===== src/core/wras_pkg.sv =====
// Purpose: Shared constants and types of the working register address and stack block.
// Assumes: One 100 MHz clock, active-low asynchronous reset.
// Notes:   Register indexes are word indexes; byte address is four times the index.
//
// What this block does
// [RULE_01] Register pair: high byte at even address, low byte at next odd address.
// [RULE_02] Direct register operands reach everything except the set 2 area.
// [RULE_03] Reset loads first pointer to C0H-C7H and second to C8H-CFH.
// [RULE_04] Common area working operands hit the same bytes on any page.
// [RULE_05] Software reaches C0H-CFH only through working register operands.
// [RULE_06] Short operand top bit picks first (0) or second (1) pointer.
// [RULE_07] Address is pointer upper five bits joined to operand low three bits.
// [RULE_08] 8-bit operand with upper nibble 1100B is a working register reference.
// [RULE_09] 8-bit working form: bit 3 picks pointer, bits 2 to 0 low bits.
// [RULE_10] Call pushes program counter; return pops it back.
// [RULE_11] Interrupt pushes program counter and flags; interrupt return pops both.
// [RULE_12] Push decrements before writing; pop increments after reading.
// [RULE_13] Stack pointer always holds the address of the last pushed byte.
// [RULE_14] Stack pointer high byte sits at D8H, low byte at D9H.
// [RULE_15] Reset leaves the stack pointer undefined.
// [RULE_16] Low byte carry or borrow propagates into the high byte.
// [RULE_17] Software should start the low byte at FFH, not 00H.
// [RULE_18] User stacks anywhere, with incrementing and decrementing push and pop.
// [RULE_19] Both slice pointers are readable and writable registers at D6H and D7H.
// [RULE_20] Slice pointers never resolve a working reference into set 2.
// [RULE_21] Low three pointer bits are ignored when forming the address.

package wras_pkg;

  // ****************************************
  // Register map
  // ****************************************
  localparam logic [7:0] IDX_SLICE_FIRST  = 8'hd6;
  localparam logic [7:0] IDX_SLICE_SECOND = 8'hd7;
  localparam logic [7:0] IDX_SP_HIGH      = 8'hd8;
  localparam logic [7:0] IDX_SP_LOW       = 8'hd9;
  localparam logic [7:0] IDX_STATUS       = 8'hf0;
  localparam logic [7:0] RST_SLICE_FIRST  = 8'hc0;
  localparam logic [7:0] RST_SLICE_SECOND = 8'hc8;
  localparam int         STAT_BUSY        = 0;
  localparam int         STAT_WRAP        = 1;

  // ****************************************
  // Operand decode
  // ****************************************
  localparam logic [3:0] WORK_NIBBLE      = 4'hc;

  // ****************************************
  // Types
  // ****************************************
  typedef enum logic [3:0] {
    WRAS_OP_NONE   = 4'h0,
    WRAS_OP_CALL   = 4'h1,
    WRAS_OP_RET    = 4'h2,
    WRAS_OP_INTR   = 4'h3,
    WRAS_OP_INTERRUPT_RETURN   = 4'h4,
    WRAS_OP_PUSH   = 4'h5,
    WRAS_OP_POP    = 4'h6,
    WRAS_OP_USER_PUSH_INCREMENTING = 4'h7,
    WRAS_OP_USER_PUSH_DECREMENTING = 4'h8,
    WRAS_OP_USER_POP_INCREMENTING  = 4'h9,
    WRAS_OP_USER_POP_DECREMENTING  = 4'ha
  } wras_op_t;

  typedef enum logic [2:0] {
    WRAS_ST_IDLE   = 3'h0,
    WRAS_ST_PUSH   = 3'h1,
    WRAS_ST_POP_RD = 3'h2,
    WRAS_ST_POP_WT = 3'h3,
    WRAS_ST_POP_CP = 3'h4,
    WRAS_ST_DONE   = 3'h5
  } wras_state_t;

endpackage : wras_pkg


===== src/core/wras_res_if.sv =====
// Purpose: Carries operand requests to the resolver and resolved addresses back from it.
// Assumes: Driven and sampled on the core clock.
// Notes:   Resolved address follows a request by one cycle.
`timescale 1ns/100ps
`default_nettype none

interface wras_res_if;
  logic       req;
  logic       short_form;
  logic       pair;
  logic       second;
  logic [7:0] operand;
  logic [7:0] slice_first;
  logic [7:0] slice_second;
  logic       valid;
  logic       working;
  logic [7:0] addr;

  modport core (output req, short_form, pair, second, operand, slice_first,
                slice_second, input valid, working, addr);
  modport res  (input req, short_form, pair, second, operand, slice_first,
                slice_second, output valid, working, addr);
endinterface : wras_res_if

`default_nettype wire


===== src/core/wras_resolve.sv =====
// Purpose: Turns register operands into 8-bit register file addresses.
// Assumes: Slice pointers are held by the parent.
// Notes:   No page input exists, so the common area is the same on every page.
`timescale 1ns/100ps
`default_nettype none

module wras_resolve (
  input  wire logic clk,
  input  wire logic rst_n,
  wras_res_if.res   rif
);

  logic       working;
  logic [3:0] nib;
  logic [7:0] ptr;
  logic [7:0] base;

  // ****************************************
  // Operand decode
  // ****************************************
  assign working = rif.short_form || (rif.operand[7:4] == wras_pkg::WORK_NIBBLE); // [RULE_08]
  assign nib     = rif.operand[3:0];
  assign ptr     = nib[3] ? rif.slice_second : rif.slice_first; // [RULE_06] [RULE_09]
  // Working form never leaves the 8-bit set 1 and prime map.
  assign base    = working ? {ptr[7:3], nib[2:0]} : rif.operand; // [RULE_07] [RULE_21] [RULE_02] [RULE_20] [RULE_04]

  always_ff @(posedge clk or negedge rst_n) begin
    if (!rst_n) begin
      rif.valid   <= 1'b0;
      rif.working <= 1'b0;
      rif.addr    <= 8'h00;
    end else begin
      rif.valid   <= rif.req;
      rif.working <= working;
      if (rif.pair) begin
        rif.addr <= {base[7:1], rif.second}; // [RULE_01]
      end else begin
        rif.addr <= base;
      end
    end
  end
endmodule : wras_resolve

`default_nettype wire


===== src/core/wras_top.sv =====
// Purpose: Slice pointers, stack pointer and stack sequencer with a Wishbone slave.
// Assumes: Register file returns read data the cycle after rf_re is seen.
// Notes:   Stack pointer bytes have no reset value.
//
// Added by the designer: the Wishbone register port.
`timescale 1ns/100ps
`default_nettype none

module wras_top (
  input  wire logic        clk,
  input  wire logic        rst_n,
  input  wire logic        wb_cyc_i,
  input  wire logic        wb_stb_i,
  input  wire logic        wb_we_i,
  input  wire logic [31:0] wb_adr_i,
  input  wire logic [3:0]  wb_sel_i,
  input  wire logic [31:0] wb_dat_i,
  output logic      [31:0] wb_dat_o,
  output logic             wb_ack_o,
  input  wire logic        opnd_req,
  input  wire logic        opnd_short,
  input  wire logic        opnd_pair,
  input  wire logic        opnd_second,
  input  wire logic [7:0]  opnd_val,
  output logic             opnd_valid,
  output logic             opnd_working,
  output logic      [7:0]  opnd_addr,
  input  wire logic        op_valid,
  input  wire logic [3:0]  op_code,
  output logic             op_ready,
  input  wire logic [15:0] op_pc,
  input  wire logic [7:0]  op_flags,
  input  wire logic [7:0]  op_data,
  input  wire logic [7:0]  op_user_ptr,
  output logic             op_done,
  output logic      [15:0] ret_pc,
  output logic      [7:0]  ret_flags,
  output logic      [7:0]  ret_data,
  output logic      [7:0]  ret_user_ptr,
  output logic      [7:0]  rf_addr,
  output logic             rf_we,
  output logic             rf_re,
  output logic      [7:0]  rf_wdata,
  input  wire logic [7:0]  rf_rdata
);

  wras_res_if rif ();

  wras_pkg::wras_state_t state;
  wras_pkg::wras_op_t    op;

  logic [7:0]  slice_first;
  logic [7:0]  slice_second;
  logic [15:0] sp;
  logic [15:0] wp;
  logic [15:0] wp_step;
  logic [1:0]  step;
  logic [1:0]  last_step;
  logic [15:0] lat_pc;
  logic [7:0]  lat_flags;
  logic [7:0]  lat_data;
  logic [23:0] popbuf;
  logic [7:0]  push_byte;
  logic        is_push;
  logic        is_sys;
  logic        dir_up;
  logic        wrap;
  logic        wb_req;
  logic        wb_wr;
  logic [7:0]  wb_idx;
  logic [7:0]  rd_word;
  logic        accept;

  // ****************************************
  // Operand resolver
  // ****************************************
  assign rif.req          = opnd_req;
  assign rif.short_form   = opnd_short;
  assign rif.pair         = opnd_pair;
  assign rif.second       = opnd_second;
  assign rif.operand      = opnd_val;
  assign rif.slice_first  = slice_first;
  assign rif.slice_second = slice_second;
  assign opnd_valid       = rif.valid;
  assign opnd_working     = rif.working;
  assign opnd_addr        = rif.addr;

  wras_resolve u_resolve (
    .clk   (clk),
    .rst_n (rst_n),
    .rif   (rif)
  );

  // ****************************************
  // Wishbone slave
  // ****************************************
  assign wb_req = wb_cyc_i && wb_stb_i;
  assign wb_idx = wb_adr_i[9:2];
  assign wb_wr  = wb_req && wb_ack_o && wb_we_i && wb_sel_i[0];

  always_ff @(posedge clk or negedge rst_n) begin
    if (!rst_n) begin
      wb_ack_o <= 1'b0;
    end else begin
      wb_ack_o <= wb_req && !wb_ack_o;
    end
  end

  always_comb begin
    case (wb_idx)
      wras_pkg::IDX_SLICE_FIRST:  rd_word = slice_first; // [RULE_19]
      wras_pkg::IDX_SLICE_SECOND: rd_word = slice_second; // [RULE_19]
      wras_pkg::IDX_SP_HIGH:      rd_word = sp[15:8]; // [RULE_14]
      wras_pkg::IDX_SP_LOW:       rd_word = sp[7:0]; // [RULE_14]
      wras_pkg::IDX_STATUS:       rd_word = {6'h00, wrap, !op_ready};
      default:                    rd_word = 8'h00;
    endcase
  end

  always_ff @(posedge clk or negedge rst_n) begin
    if (!rst_n) begin
      wb_dat_o <= 32'h0000_0000;
    end else if (wb_req && !wb_ack_o) begin
      wb_dat_o <= {24'h00_0000, rd_word};
    end
  end

  // ****************************************
  // Slice pointers
  // ****************************************
  always_ff @(posedge clk or negedge rst_n) begin
    if (!rst_n) begin
      slice_first  <= wras_pkg::RST_SLICE_FIRST; // [RULE_03]
      slice_second <= wras_pkg::RST_SLICE_SECOND; // [RULE_03]
    end else if (wb_wr && wb_idx == wras_pkg::IDX_SLICE_FIRST) begin
      slice_first  <= wb_dat_i[7:0]; // [RULE_19]
    end else if (wb_wr && wb_idx == wras_pkg::IDX_SLICE_SECOND) begin
      slice_second <= wb_dat_i[7:0]; // [RULE_19]
    end
  end

  // ****************************************
  // Stack pointer
  // ****************************************
  // No reset branch: the pointer stays undefined until software loads it.
  always_ff @(posedge clk) begin // [RULE_15]
    if (state == wras_pkg::WRAS_ST_DONE && is_sys) begin
      sp <= wp; // [RULE_13] [RULE_16]
    end else if (wb_wr && wb_idx == wras_pkg::IDX_SP_HIGH) begin
      sp[15:8] <= wb_dat_i[7:0]; // [RULE_14]
    end else if (wb_wr && wb_idx == wras_pkg::IDX_SP_LOW) begin
      sp[7:0] <= wb_dat_i[7:0]; // [RULE_14]
    end
  end

  // Sticky flag: carry or borrow reached the high byte; write one clears.
  always_ff @(posedge clk or negedge rst_n) begin
    if (!rst_n) begin
      wrap <= 1'b0;
    end else if (state == wras_pkg::WRAS_ST_DONE && is_sys && wp[15:8] != sp[15:8]) begin
      wrap <= 1'b1;
    end else if (wb_wr && wb_idx == wras_pkg::IDX_STATUS && wb_dat_i[wras_pkg::STAT_WRAP]) begin
      wrap <= 1'b0;
    end
  end

  // ****************************************
  // Operation decode
  // ****************************************
  assign accept   = op_valid && op_ready;
  assign op_ready = (state == wras_pkg::WRAS_ST_IDLE);

  assign is_push = (op == wras_pkg::WRAS_OP_CALL)   || (op == wras_pkg::WRAS_OP_INTR) ||
                   (op == wras_pkg::WRAS_OP_PUSH)   || (op == wras_pkg::WRAS_OP_USER_PUSH_INCREMENTING) ||
                   (op == wras_pkg::WRAS_OP_USER_PUSH_DECREMENTING); // [RULE_18]
  assign is_sys  = (op == wras_pkg::WRAS_OP_CALL) || (op == wras_pkg::WRAS_OP_RET) ||
                   (op == wras_pkg::WRAS_OP_INTR) || (op == wras_pkg::WRAS_OP_INTERRUPT_RETURN) ||
                   (op == wras_pkg::WRAS_OP_PUSH) || (op == wras_pkg::WRAS_OP_POP);
  assign dir_up  = is_sys ? !is_push :
                   (op == wras_pkg::WRAS_OP_USER_PUSH_INCREMENTING) || (op == wras_pkg::WRAS_OP_USER_POP_INCREMENTING); // [RULE_18]
  assign wp_step = dir_up ? wp + 16'h0001 : wp - 16'h0001; // [RULE_16]

  always_comb begin
    case (op)
      wras_pkg::WRAS_OP_CALL: last_step = 2'h1; // [RULE_10]
      wras_pkg::WRAS_OP_RET:  last_step = 2'h1; // [RULE_10]
      wras_pkg::WRAS_OP_INTR: last_step = 2'h2; // [RULE_11]
      wras_pkg::WRAS_OP_INTERRUPT_RETURN: last_step = 2'h2; // [RULE_11]
      default:                last_step = 2'h0;
    endcase
  end

  // Low program counter byte goes first so the high byte lands lower.
  always_comb begin
    if (op == wras_pkg::WRAS_OP_CALL || op == wras_pkg::WRAS_OP_INTR) begin
      case (step)
        2'h0:    push_byte = lat_pc[7:0];
        2'h1:    push_byte = lat_pc[15:8];
        default: push_byte = lat_flags; // [RULE_11]
      endcase
    end else begin
      push_byte = lat_data;
    end
  end

  // ****************************************
  // Stack sequencer
  // ****************************************
  always_ff @(posedge clk or negedge rst_n) begin
    if (!rst_n) begin
      state <= wras_pkg::WRAS_ST_IDLE;
    end else begin
      case (state)
        wras_pkg::WRAS_ST_IDLE: begin
          if (accept) begin
            state <= (op_code == wras_pkg::WRAS_OP_CALL   ||
                      op_code == wras_pkg::WRAS_OP_INTR   ||
                      op_code == wras_pkg::WRAS_OP_PUSH   ||
                      op_code == wras_pkg::WRAS_OP_USER_PUSH_INCREMENTING ||
                      op_code == wras_pkg::WRAS_OP_USER_PUSH_DECREMENTING) ? wras_pkg::WRAS_ST_PUSH :
                     (op_code == wras_pkg::WRAS_OP_NONE ||
                      op_code > wras_pkg::WRAS_OP_USER_POP_DECREMENTING) ? wras_pkg::WRAS_ST_IDLE :
                     wras_pkg::WRAS_ST_POP_RD;
          end
        end
        wras_pkg::WRAS_ST_PUSH: begin
          if (step == last_step) begin
            state <= wras_pkg::WRAS_ST_DONE;
          end
        end
        wras_pkg::WRAS_ST_POP_RD: begin
          state <= wras_pkg::WRAS_ST_POP_WT;
        end
        wras_pkg::WRAS_ST_POP_WT: begin
          state <= wras_pkg::WRAS_ST_POP_CP;
        end
        wras_pkg::WRAS_ST_POP_CP: begin
          state <= (step == last_step) ? wras_pkg::WRAS_ST_DONE : wras_pkg::WRAS_ST_POP_RD;
        end
        wras_pkg::WRAS_ST_DONE: begin
          state <= wras_pkg::WRAS_ST_IDLE;
        end
        default: begin
          state <= wras_pkg::WRAS_ST_IDLE;
        end
      endcase
    end
  end

  always_ff @(posedge clk or negedge rst_n) begin
    if (!rst_n) begin
      op        <= wras_pkg::WRAS_OP_NONE;
      lat_pc    <= 16'h0000;
      lat_flags <= 8'h00;
      lat_data  <= 8'h00;
    end else if (accept) begin
      op        <= wras_pkg::wras_op_t'(op_code);
      lat_pc    <= op_pc;
      lat_flags <= op_flags;
      lat_data  <= op_data;
    end
  end

  // Working pointer starts from the system or the user pointer.
  always_ff @(posedge clk or negedge rst_n) begin
    if (!rst_n) begin
      wp   <= 16'h0000;
      step <= 2'h0;
    end else if (accept) begin
      step <= 2'h0;
      if (op_code >= wras_pkg::WRAS_OP_USER_PUSH_INCREMENTING) begin
        wp <= {8'h00, op_user_ptr}; // [RULE_18]
      end else begin
        wp <= sp;
      end
    end else if (state == wras_pkg::WRAS_ST_PUSH) begin
      wp   <= wp_step; // [RULE_12]
      step <= step + 2'h1;
    end else if (state == wras_pkg::WRAS_ST_POP_CP) begin
      wp   <= wp_step; // [RULE_12]
      step <= step + 2'h1;
    end
  end

  always_ff @(posedge clk or negedge rst_n) begin
    if (!rst_n) begin
      popbuf <= 24'h00_0000;
    end else if (accept) begin
      popbuf <= 24'h00_0000;
    end else if (state == wras_pkg::WRAS_ST_POP_CP) begin
      popbuf <= {popbuf[15:0], rf_rdata}; // [RULE_10] [RULE_11]
    end
  end

  // ****************************************
  // Register file port
  // ****************************************
  always_ff @(posedge clk or negedge rst_n) begin
    if (!rst_n) begin
      rf_we    <= 1'b0;
      rf_re    <= 1'b0;
      rf_addr  <= 8'h00;
      rf_wdata <= 8'h00;
    end else begin
      rf_we <= (state == wras_pkg::WRAS_ST_PUSH);
      rf_re <= (state == wras_pkg::WRAS_ST_POP_RD);
      if (state == wras_pkg::WRAS_ST_PUSH) begin
        rf_addr  <= wp_step[7:0]; // [RULE_12]
        rf_wdata <= push_byte;
      end else if (state == wras_pkg::WRAS_ST_POP_RD) begin
        rf_addr  <= wp[7:0]; // [RULE_12]
      end
    end
  end

  // ****************************************
  // Results
  // ****************************************
  always_ff @(posedge clk or negedge rst_n) begin
    if (!rst_n) begin
      op_done      <= 1'b0;
      ret_pc       <= 16'h0000;
      ret_flags    <= 8'h00;
      ret_data     <= 8'h00;
      ret_user_ptr <= 8'h00;
    end else begin
      op_done <= (state == wras_pkg::WRAS_ST_DONE);
      if (state == wras_pkg::WRAS_ST_DONE) begin
        ret_pc       <= popbuf[15:0];
        ret_flags    <= popbuf[23:16];
        ret_data     <= popbuf[7:0];
        ret_user_ptr <= wp[7:0];
      end
    end
  end
endmodule : wras_top

`default_nettype wire


===== config.mk =====
export PLATFORM = sky130hd
export DESIGN_NAME = wras_top
export DESIGN_NICKNAME = d
export VERILOG_FILES = /design/src/core/wras_pkg.sv /design/src/core/wras_res_if.sv /design/src/core/wras_resolve.sv /design/src/core/wras_top.sv
export SDC_FILE = /design/constraint.sdc
export NUM_CORES = 1
export LEC_CHECK = 0
export BUFFER_PORTS_ARGS = -buffer_cell sky130_fd_sc_hd__buf_2
export CORE_ASPECT_RATIO = 1.5
export CORE_MARGIN = 8
export CORE_UTILIZATION = 47
export DETAILED_ROUTE_END_ITERATION = 16
export GPL_ROUTABILITY_DRIVEN = 0
export GPL_TIMING_DRIVEN = 1
export PLACE_DENSITY_LB_ADDON = 0.25
export RECOVER_POWER = 50
export REMOVE_ABC_BUFFERS = 1
export SYNTH_ARGS = -nofsm -noshare
export SYNTH_HDL_FRONTEND = slang
export SYNTH_SLANG_ARGS = --single-unit

===== constraint.sdc =====
create_clock -name clk -period 3.66 [get_ports clk]
set_input_delay 0.732 -clock clk [delete_from_list [all_inputs] [get_ports clk]]
set_output_delay 0.732 -clock clk [all_outputs]
set_load 0.03 [all_outputs]

==> out/results.ini, run 1 <==
[setup_path]
timing.critical_path.slowest_stage_cell = dfrtp_1
end_kind = register
crit_required_ns = 3.95
worst_setup_path_start_kind = register
worst_r2r_endpoint = wp[15]
critical-path-max-stage-delay_ns = 0.46
rrSetupSlack_ns = 0.67
timing.critical_path.cells = nor2_2, o21ai_0, o21ai_2, ha_1, a21o_1, o21bai_2, o21a_1, o21ai_1, o41a_1, o211ai_1
r2r-start = op[1]
path_class = register to register
timing.critical_path.from = op[1]
path_max_fanout = 9
timing.critical_path.arrival_ns = 3.28
worst-r2r-cell-count = 10

[routing]
detail_route.drc_violations = 0
first_pass_iters = 5
num_vias = 7104
drt_initial_violations = 559
drt.antenna.violating_nets = 0
detail_route.wl_per_cell_um = 16.4
via_density = 5.26
drt_wl_total_mm = 22.2

[timing]
period_needed_ns = 2.99
setup_viol = 0
finClkSkew_ns = 0.00819
fin_worst_hold_slack_ns = 0.407
rsz0062_at_grt = false
timing_max_transition_violations_final = 70
tightestPinTransition_ns = 1.80
period_share = 0.817
timing_hold_violations_final = 0
max_freq_ghz = 0.335
slew_headroom = -0.203
setup_slack_ns = 0.671
timing.setup.tns_ns = 0

[outcome]
run_status = complete, but fails checks
violations = capacitance limit, slew limit

[finish]
seqCellArea_mm2 = 0.00469
post-route-cell-area_mm2 = 0.0104
final_core_utilization = 0.548
multi_input_area_mm2 = 0.00386
final_layout_size_suffix_gt1_frac = 0.188
finish.net_count = 1236
fillCellCount = 1815
areaGrowthSynthToFinish_pct = 15.8
finish.cell_count_without_fillers = 1351

[synthesis]
async_reset_ff_frac = 0.913
seq_area_frac_synth = 0.524
synth_area_per_cell_um2 = 9.52
synthDistinctLibCells = 63
syn_warnings = 0
postSynth.topFlopCell = dfrtp_1
ys_seq_elements = 184
number_of_instances_in_the_synthesized_netlist = 941
netlist_area_mm2 = 0.00896
synth_enable_flop_cells = 16

[clock_tree]
cts_hold_buf = 0
cts_htree_levels = 4
insertion_delay_ns = 0.43
number_of_clock_buffers_inserted_by_tritoncts = 17
clock-sinks = 184
clock_transition_at_path_regs_ns = 0.07
cts_post_setup_buffers_inserted = 0
cts_tree = built
cts-resized-gates = 0
cts-root-buf = clkbuf_16
cts.path.max_buffers = 2

[die]
coreArea_mm2 = 0.0189
initial_util = 0.473
overall_die_height_um = 185
die_area_mm2 = 0.0238
fp-row-count = 62
fp.dieW_um = 129
number_of_ports_placed_on_the_die_boundary = 241

[worst_hold_path]
min_path_type = input pin to register
hold_depth = 1
min_from = opnd_val[1]
min_to = u_resolve.rif.addr[1]

[power_and_ir_drop]
ir_drop_mv = 0.394
power.sequential.fraction = 0.338
netSwitchingFraction = 0.443
p_leak_nw = 5.14
total_power_mw = 9.79
power_frac_clock = 0.189
pwr_density_cell_mw_per_mm2 = 944
switchingPower_mw = 4.34
cell_internal_pwr_mw = 5.45
combinationalPowerShare = 0.472

[place]
hpwl_mm = 16.0
placement.cell_area_mm2 = 0.00986
placed_cells_incl_taps = 1318
detailedPlace.worstSlack_ns = 0.713
buffer_ports.inserted = 165

[grt]
global_route_wire_length_before_repair_mm = 35.9
groute.usage.overall = 0.191
globalRouteOverflowTotal = 0
grt_antenna_before_repair = 1
pin_count_of_the_biggest_net_entering_global_routing = 70
first_global_vias = 7166

[run]
maxCapViolations = 1

-- critical path, delay by kind of cell, from the launching register on --
kind            cells  cell delay [ns]
fa+ha+maj           1             0.39
flops               1             0.46
simple gates        1             0.23
compound gates      8             1.78
-- how the worst max path moves through the flow --
| stage | end | depth (start not counted) |
|---|---|---|
| 3_3_place_gp | wp[15] | 10 |
| 5_1_grt | ret_flags[2] | 2 |
| 4_1_cts | wp[15] | 10 |
| 2_1_floorplan | wp[8] | 6 |
| 6_report | wp[15] | 10 |
| 3_5_place_dp | wp[15] | 10 |
-- cell usage in the layout (no fill, tap or decap), types with 13 or more instances in the layout --
master,instances
nand2_1,305
dfrtp_1,163
buf_2,122
a21oi_1,44
clkbuf_1,43
o21ai_0,39
nand3_1,33
a22oi_1,27
nor2_1,26
conb_1,24
mux2_2,20
clkbuf_16,17
ha_1,16
edfxtp_1,16
mux2i_1,14
mux2_1,13
-- sequential cells by signal, summed over array words and instances, names as in the netlist, 2 cells and up --
name and cells:
ret_flags 8, rf_addr 8, sp 16, state 3
rif.slice_second 8, u_resolve.rif.addr 8, step 2, op 4
lat_data 8, wp 16, lat_pc 16, lat_flags 8
rif.slice_first 8, popbuf 24, ret_user_ptr 8, ret_pc 16
rf_wdata 8, wb_dat_o 8
-- power by group through the flow --
stage / sequential [mW] / combinational, mW / clock, mW
floorplan: 3.74 / 2.93 / 0
global placement: 3.32 / 4.59 / 0
detailed placement: 3.34 / 4.66 / 0
CTS: 3.30 / 4.69 / 1.90
global route: 3.42 / 5.15 / 1.98
finish: 3.31 / 4.62 / 1.86
-- cell type report --
class,instances,share of cell area
flip-flops and latches,184,0.452
clock buffers,17,0.0410
multi-input cells,687,0.372
well taps,256,0.0309
repair buffers,178,0.0833
clock inverters,15,0.0160
inverters,13,0.00470
diodes,1,0.000241
-- cells in the mapped netlist, drive strengths merged, types with 5 or more instances --
library cell,instances,area (µm²)
xnor2,12,105
inv,13,48.8
a22o,8,70.1
nor2,28,115
a31oi,8,50.1
a221oi,8,70.1
mux2i,14,140
o21a,5,37.5
edfxtp,16,480
ha,16,200
nand2,306,1150
o21ai,46,234
a22oi,27,203
a21oi,44,220
mux2,33,372
a21o,8,60.1
and2,5,31.3
xor2,8,70.1
buf,51,340
dfrtp,163,4080
clkbuf,29,109
dfstp,5,131
a211oi,6,45.0
nand3,33,165
-- layer usage --
metal,vias to the layer above,global-route usage,part of all wire
met2,172,0.333,0.52
li1,3450,-,-
met1,3450,0.221,0.41
met4,0,0.0802,0.029
met5,-,0,0
met3,32,0.0409,0.050
-- cell families (layout without fill, tap and decap cells) --
| kind of cell | Yosys count | in the layout | synth area share |
|---|---|---|---|
| AOI/OAI and AO/OA | 182 | 182 | 0.134 |
| xor gates and xnor gates | 20 | 20 | 0.0196 |
| adders and majority gates | 17 | 17 | 0.0246 |
| buffers and inverters | 93 | 223 | 0.0556 |
| DFF | 184 | 184 | 0.524 |
| muxes | 47 | 47 | 0.0571 |
| other | 1 | 25 | 0.000419 |
| and+or+nand+nor | 397 | 397 | 0.185 |
(Power assumes the default switching activity.)
==> run 2, diff against run 1 <==
- clock period: 3.66 -> 3.1 ns (I/O delays scaled with it)
==> out/results.ini, run 2 (synthesized netlist as in run 1, its figures left out) <==
[routing]
wl_met3_mm = 1.25  ; +13%
detail_route.drc_violations = 0  ; unchanged
num_vias = 7119  ; +0.21%
detail_route.wl_per_cell_um = 16.2  ; -1.1%
highest_layer = met4
drt_initial_violations = 433  ; -23%
dr_wl_met2_mm = 11.5  ; +0.37%
first_pass_iters = 5  ; unchanged
drt_wl_total_mm = 22.0  ; -0.59%
wl_met1_mm = 8.90  ; -1.1%
drt.antenna.violating_nets = 0  ; unchanged
via_density = 5.24  ; -0.31%

[worst_hold_path]
min_path_type = input pin to register
hold_depth = 1  ; unchanged

[timing]
timing_hold_violations_final = 0  ; unchanged
period_share = 0.933  ; +0.116
finClkSkew_ns = 0.0128  ; +0.00457 ns
timing_max_transition_violations_final = 77  ; +10%
max_freq_ghz = 0.346  ; +3.4%
fin_worst_hold_slack_ns = 0.285  ; -0.122 ns
period_needed_ns = 2.89  ; -0.0984 ns
rsz0062_at_grt = false
slew_headroom = -0.343  ; -0.140
tightestPinTransition_ns = 2.01  ; +0.210 ns
setup_viol = 0  ; unchanged

[die]
number_of_ports_placed_on_the_die_boundary = 241  ; unchanged
die_area_mm2 = 0.0238  ; unchanged
coreArea_mm2 = 0.0189  ; unchanged
fp.dieW_um = 129  ; unchanged
fp-row-count = 62  ; unchanged
overall_die_height_um = 185  ; unchanged
initial_util = 0.473  ; unchanged

[power_and_ir_drop]
ir_drop_mv = 0.503  ; +28%
combinationalPowerShare = 0.479  ; +0.007
power.sequential.fraction = 0.331  ; -0.007
cell_internal_pwr_mw = 6.64  ; +22%
power_frac_clock = 0.191  ; +0.002
total_power_mw = 11.8  ; +21%
pwr_density_cell_mw_per_mm2 = 1130  ; +20%
switchingPower_mw = 5.17  ; +19%
p_leak_nw = 5.19  ; +1.1%
netSwitchingFraction = 0.438  ; -0.00521

[clock_tree]
cts-resized-gates = 0  ; unchanged
cts.path.max_buffers = 2  ; unchanged
cts_tree = built
number_of_clock_buffers_inserted_by_tritoncts = 17  ; unchanged
insertion_delay_ns = 0.44  ; about the same
cts-root-buf = clkbuf_16
cts_post_setup_buffers_inserted = 0  ; unchanged
clock_transition_at_path_regs_ns = 0.08  ; about the same
clock-sinks = 184  ; unchanged
cts_htree_levels = 4  ; unchanged
cts_hold_buf = 0  ; unchanged

[finish]
final_layout_size_suffix_gt1_frac = 0.196  ; +0.00771
highest_count_cells_in_the_layout_ignoring_fill_and_taps = nand2_1, dfrtp_1, buf_2, a21oi_1, clkbuf_1
areaGrowthSynthToFinish_pct = 16.8
largest_register_ffs = 24  ; unchanged
finish.net_count = 1244  ; +0.65%
layout.cells.most_common = nand2_1
antennaDiodeCount = 0  ; -1
max_flop_register = popbuf

[grt]
first_global_vias = 7044  ; -1.7%
globalRouteOverflowTotal = 0  ; unchanged
pin_count_of_the_biggest_net_entering_global_routing = 78  ; +11%
grt_antenna_before_repair = 0  ; -1
global_route_wire_length_before_repair_mm = 35.6  ; -0.69%
groute.usage.overall = 0.189  ; -0.00191

[place]
hpwl_mm = 16.1  ; +0.45%
buffer_ports.inserted = 165  ; unchanged

[setup_path]
worst_setup_path_start_kind = register
path_class = register to register
path_max_fanout = 8  ; -1
crit_required_ns = 3.44  ; -0.51 ns
timing.critical_path.arrival_ns = 3.23  ; -0.05 ns
end_kind = register
worst-r2r-cell-count = 12  ; +2

[run]
maxCapViolations = 1  ; unchanged

[outcome]
run_status = complete, but fails checks
violations = capacitance limit, slew limit

==> run 2: changes by cell type in the layout (fill, tap and decap cells not counted), sizes merged <==
cell	previous run	this run
buf	132	140
clkbuf	63	65
clkinv	5	2
clkinvlp	2	1
diode	1	0
inv	19	21
==> run 2: per-layer routing <==
layer,track usage,up-vias
met5,0,-
li1,-,3457
met2,0.336,207
met1,0.220,3431
met4,0.0675,0
met3,0.0375,24
==> run 2: worst paths after layout <==
kind                                  from                   to  slack (ns)
worst max-delay path                 op[1]               wp[15]        0.21
worst min-delay path              opnd_req  u_resolve.rif.valid        0.29
worst max register to register       op[1]               wp[15]        0.21
worst min register to register  popbuf[22]         ret_flags[6]        0.46
max in group asynchronous            rst_n          wb_dat_o[1]        0.65
min in group asynchronous            rst_n          rf_wdata[6]        0.74
==> run 2: power groups by stage <==
stage          Clock, mW  Combinational (mW)  Sequential [mW]
3_5_place_dp           0                5.70             3.94
4_1_cts             2.29                5.73             3.90
5_1_grt             2.39                6.30             4.02
6_report            2.25                5.65             3.91
2_1_floorplan          0                3.46             4.42
3_3_place_gp           0                5.62             3.91
==> run 2: critical path, stage by stage, from the launching register on <==
cell	delay [ns]
dfrtp_1	0.45
nor2_2	0.22
o21ai_0	0.12
o21ai_2	0.40
buf_4	0.25
ha_1	0.25
o21a_1	0.17
nor2_1	0.04
o21ai_0	0.17
o21ai_1	0.10
buf_4	0.15
o41a_1	0.39
o211ai_1	0.08
==> run 2: final cells by class <==
class / instances / area [µm²]
inverters: 13 / 48.8
flip-flops and latches: 184 / 4690
multi-input cells: 687 / 3860
repair buffers: 186 / 938
fillers: 1818 / 8460
clock inverters: 13 / 156
well taps: 256 / 320
clock buffers: 19 / 453
==> run 2: stage by stage <==
stage / setup TNS, ns / setup WS [ns] / area [µm²] / utilization / instances
after floorplan: -0.185 / -0.136 / 8590 / - / 884
final: 0 / 0.209 / 10500 / 0.553 / 1358
after global routing: 0 / 0.0286 / 10500 / 0.553 / 1358
after CTS: 0 / 0.254 / 10500 / 0.557 / 1358
after global placement: 0 / 0.274 / 9930 / 0.525 / 1326
after detailed placement: 0 / 0.284 / 9930 / 0.525 / 1326
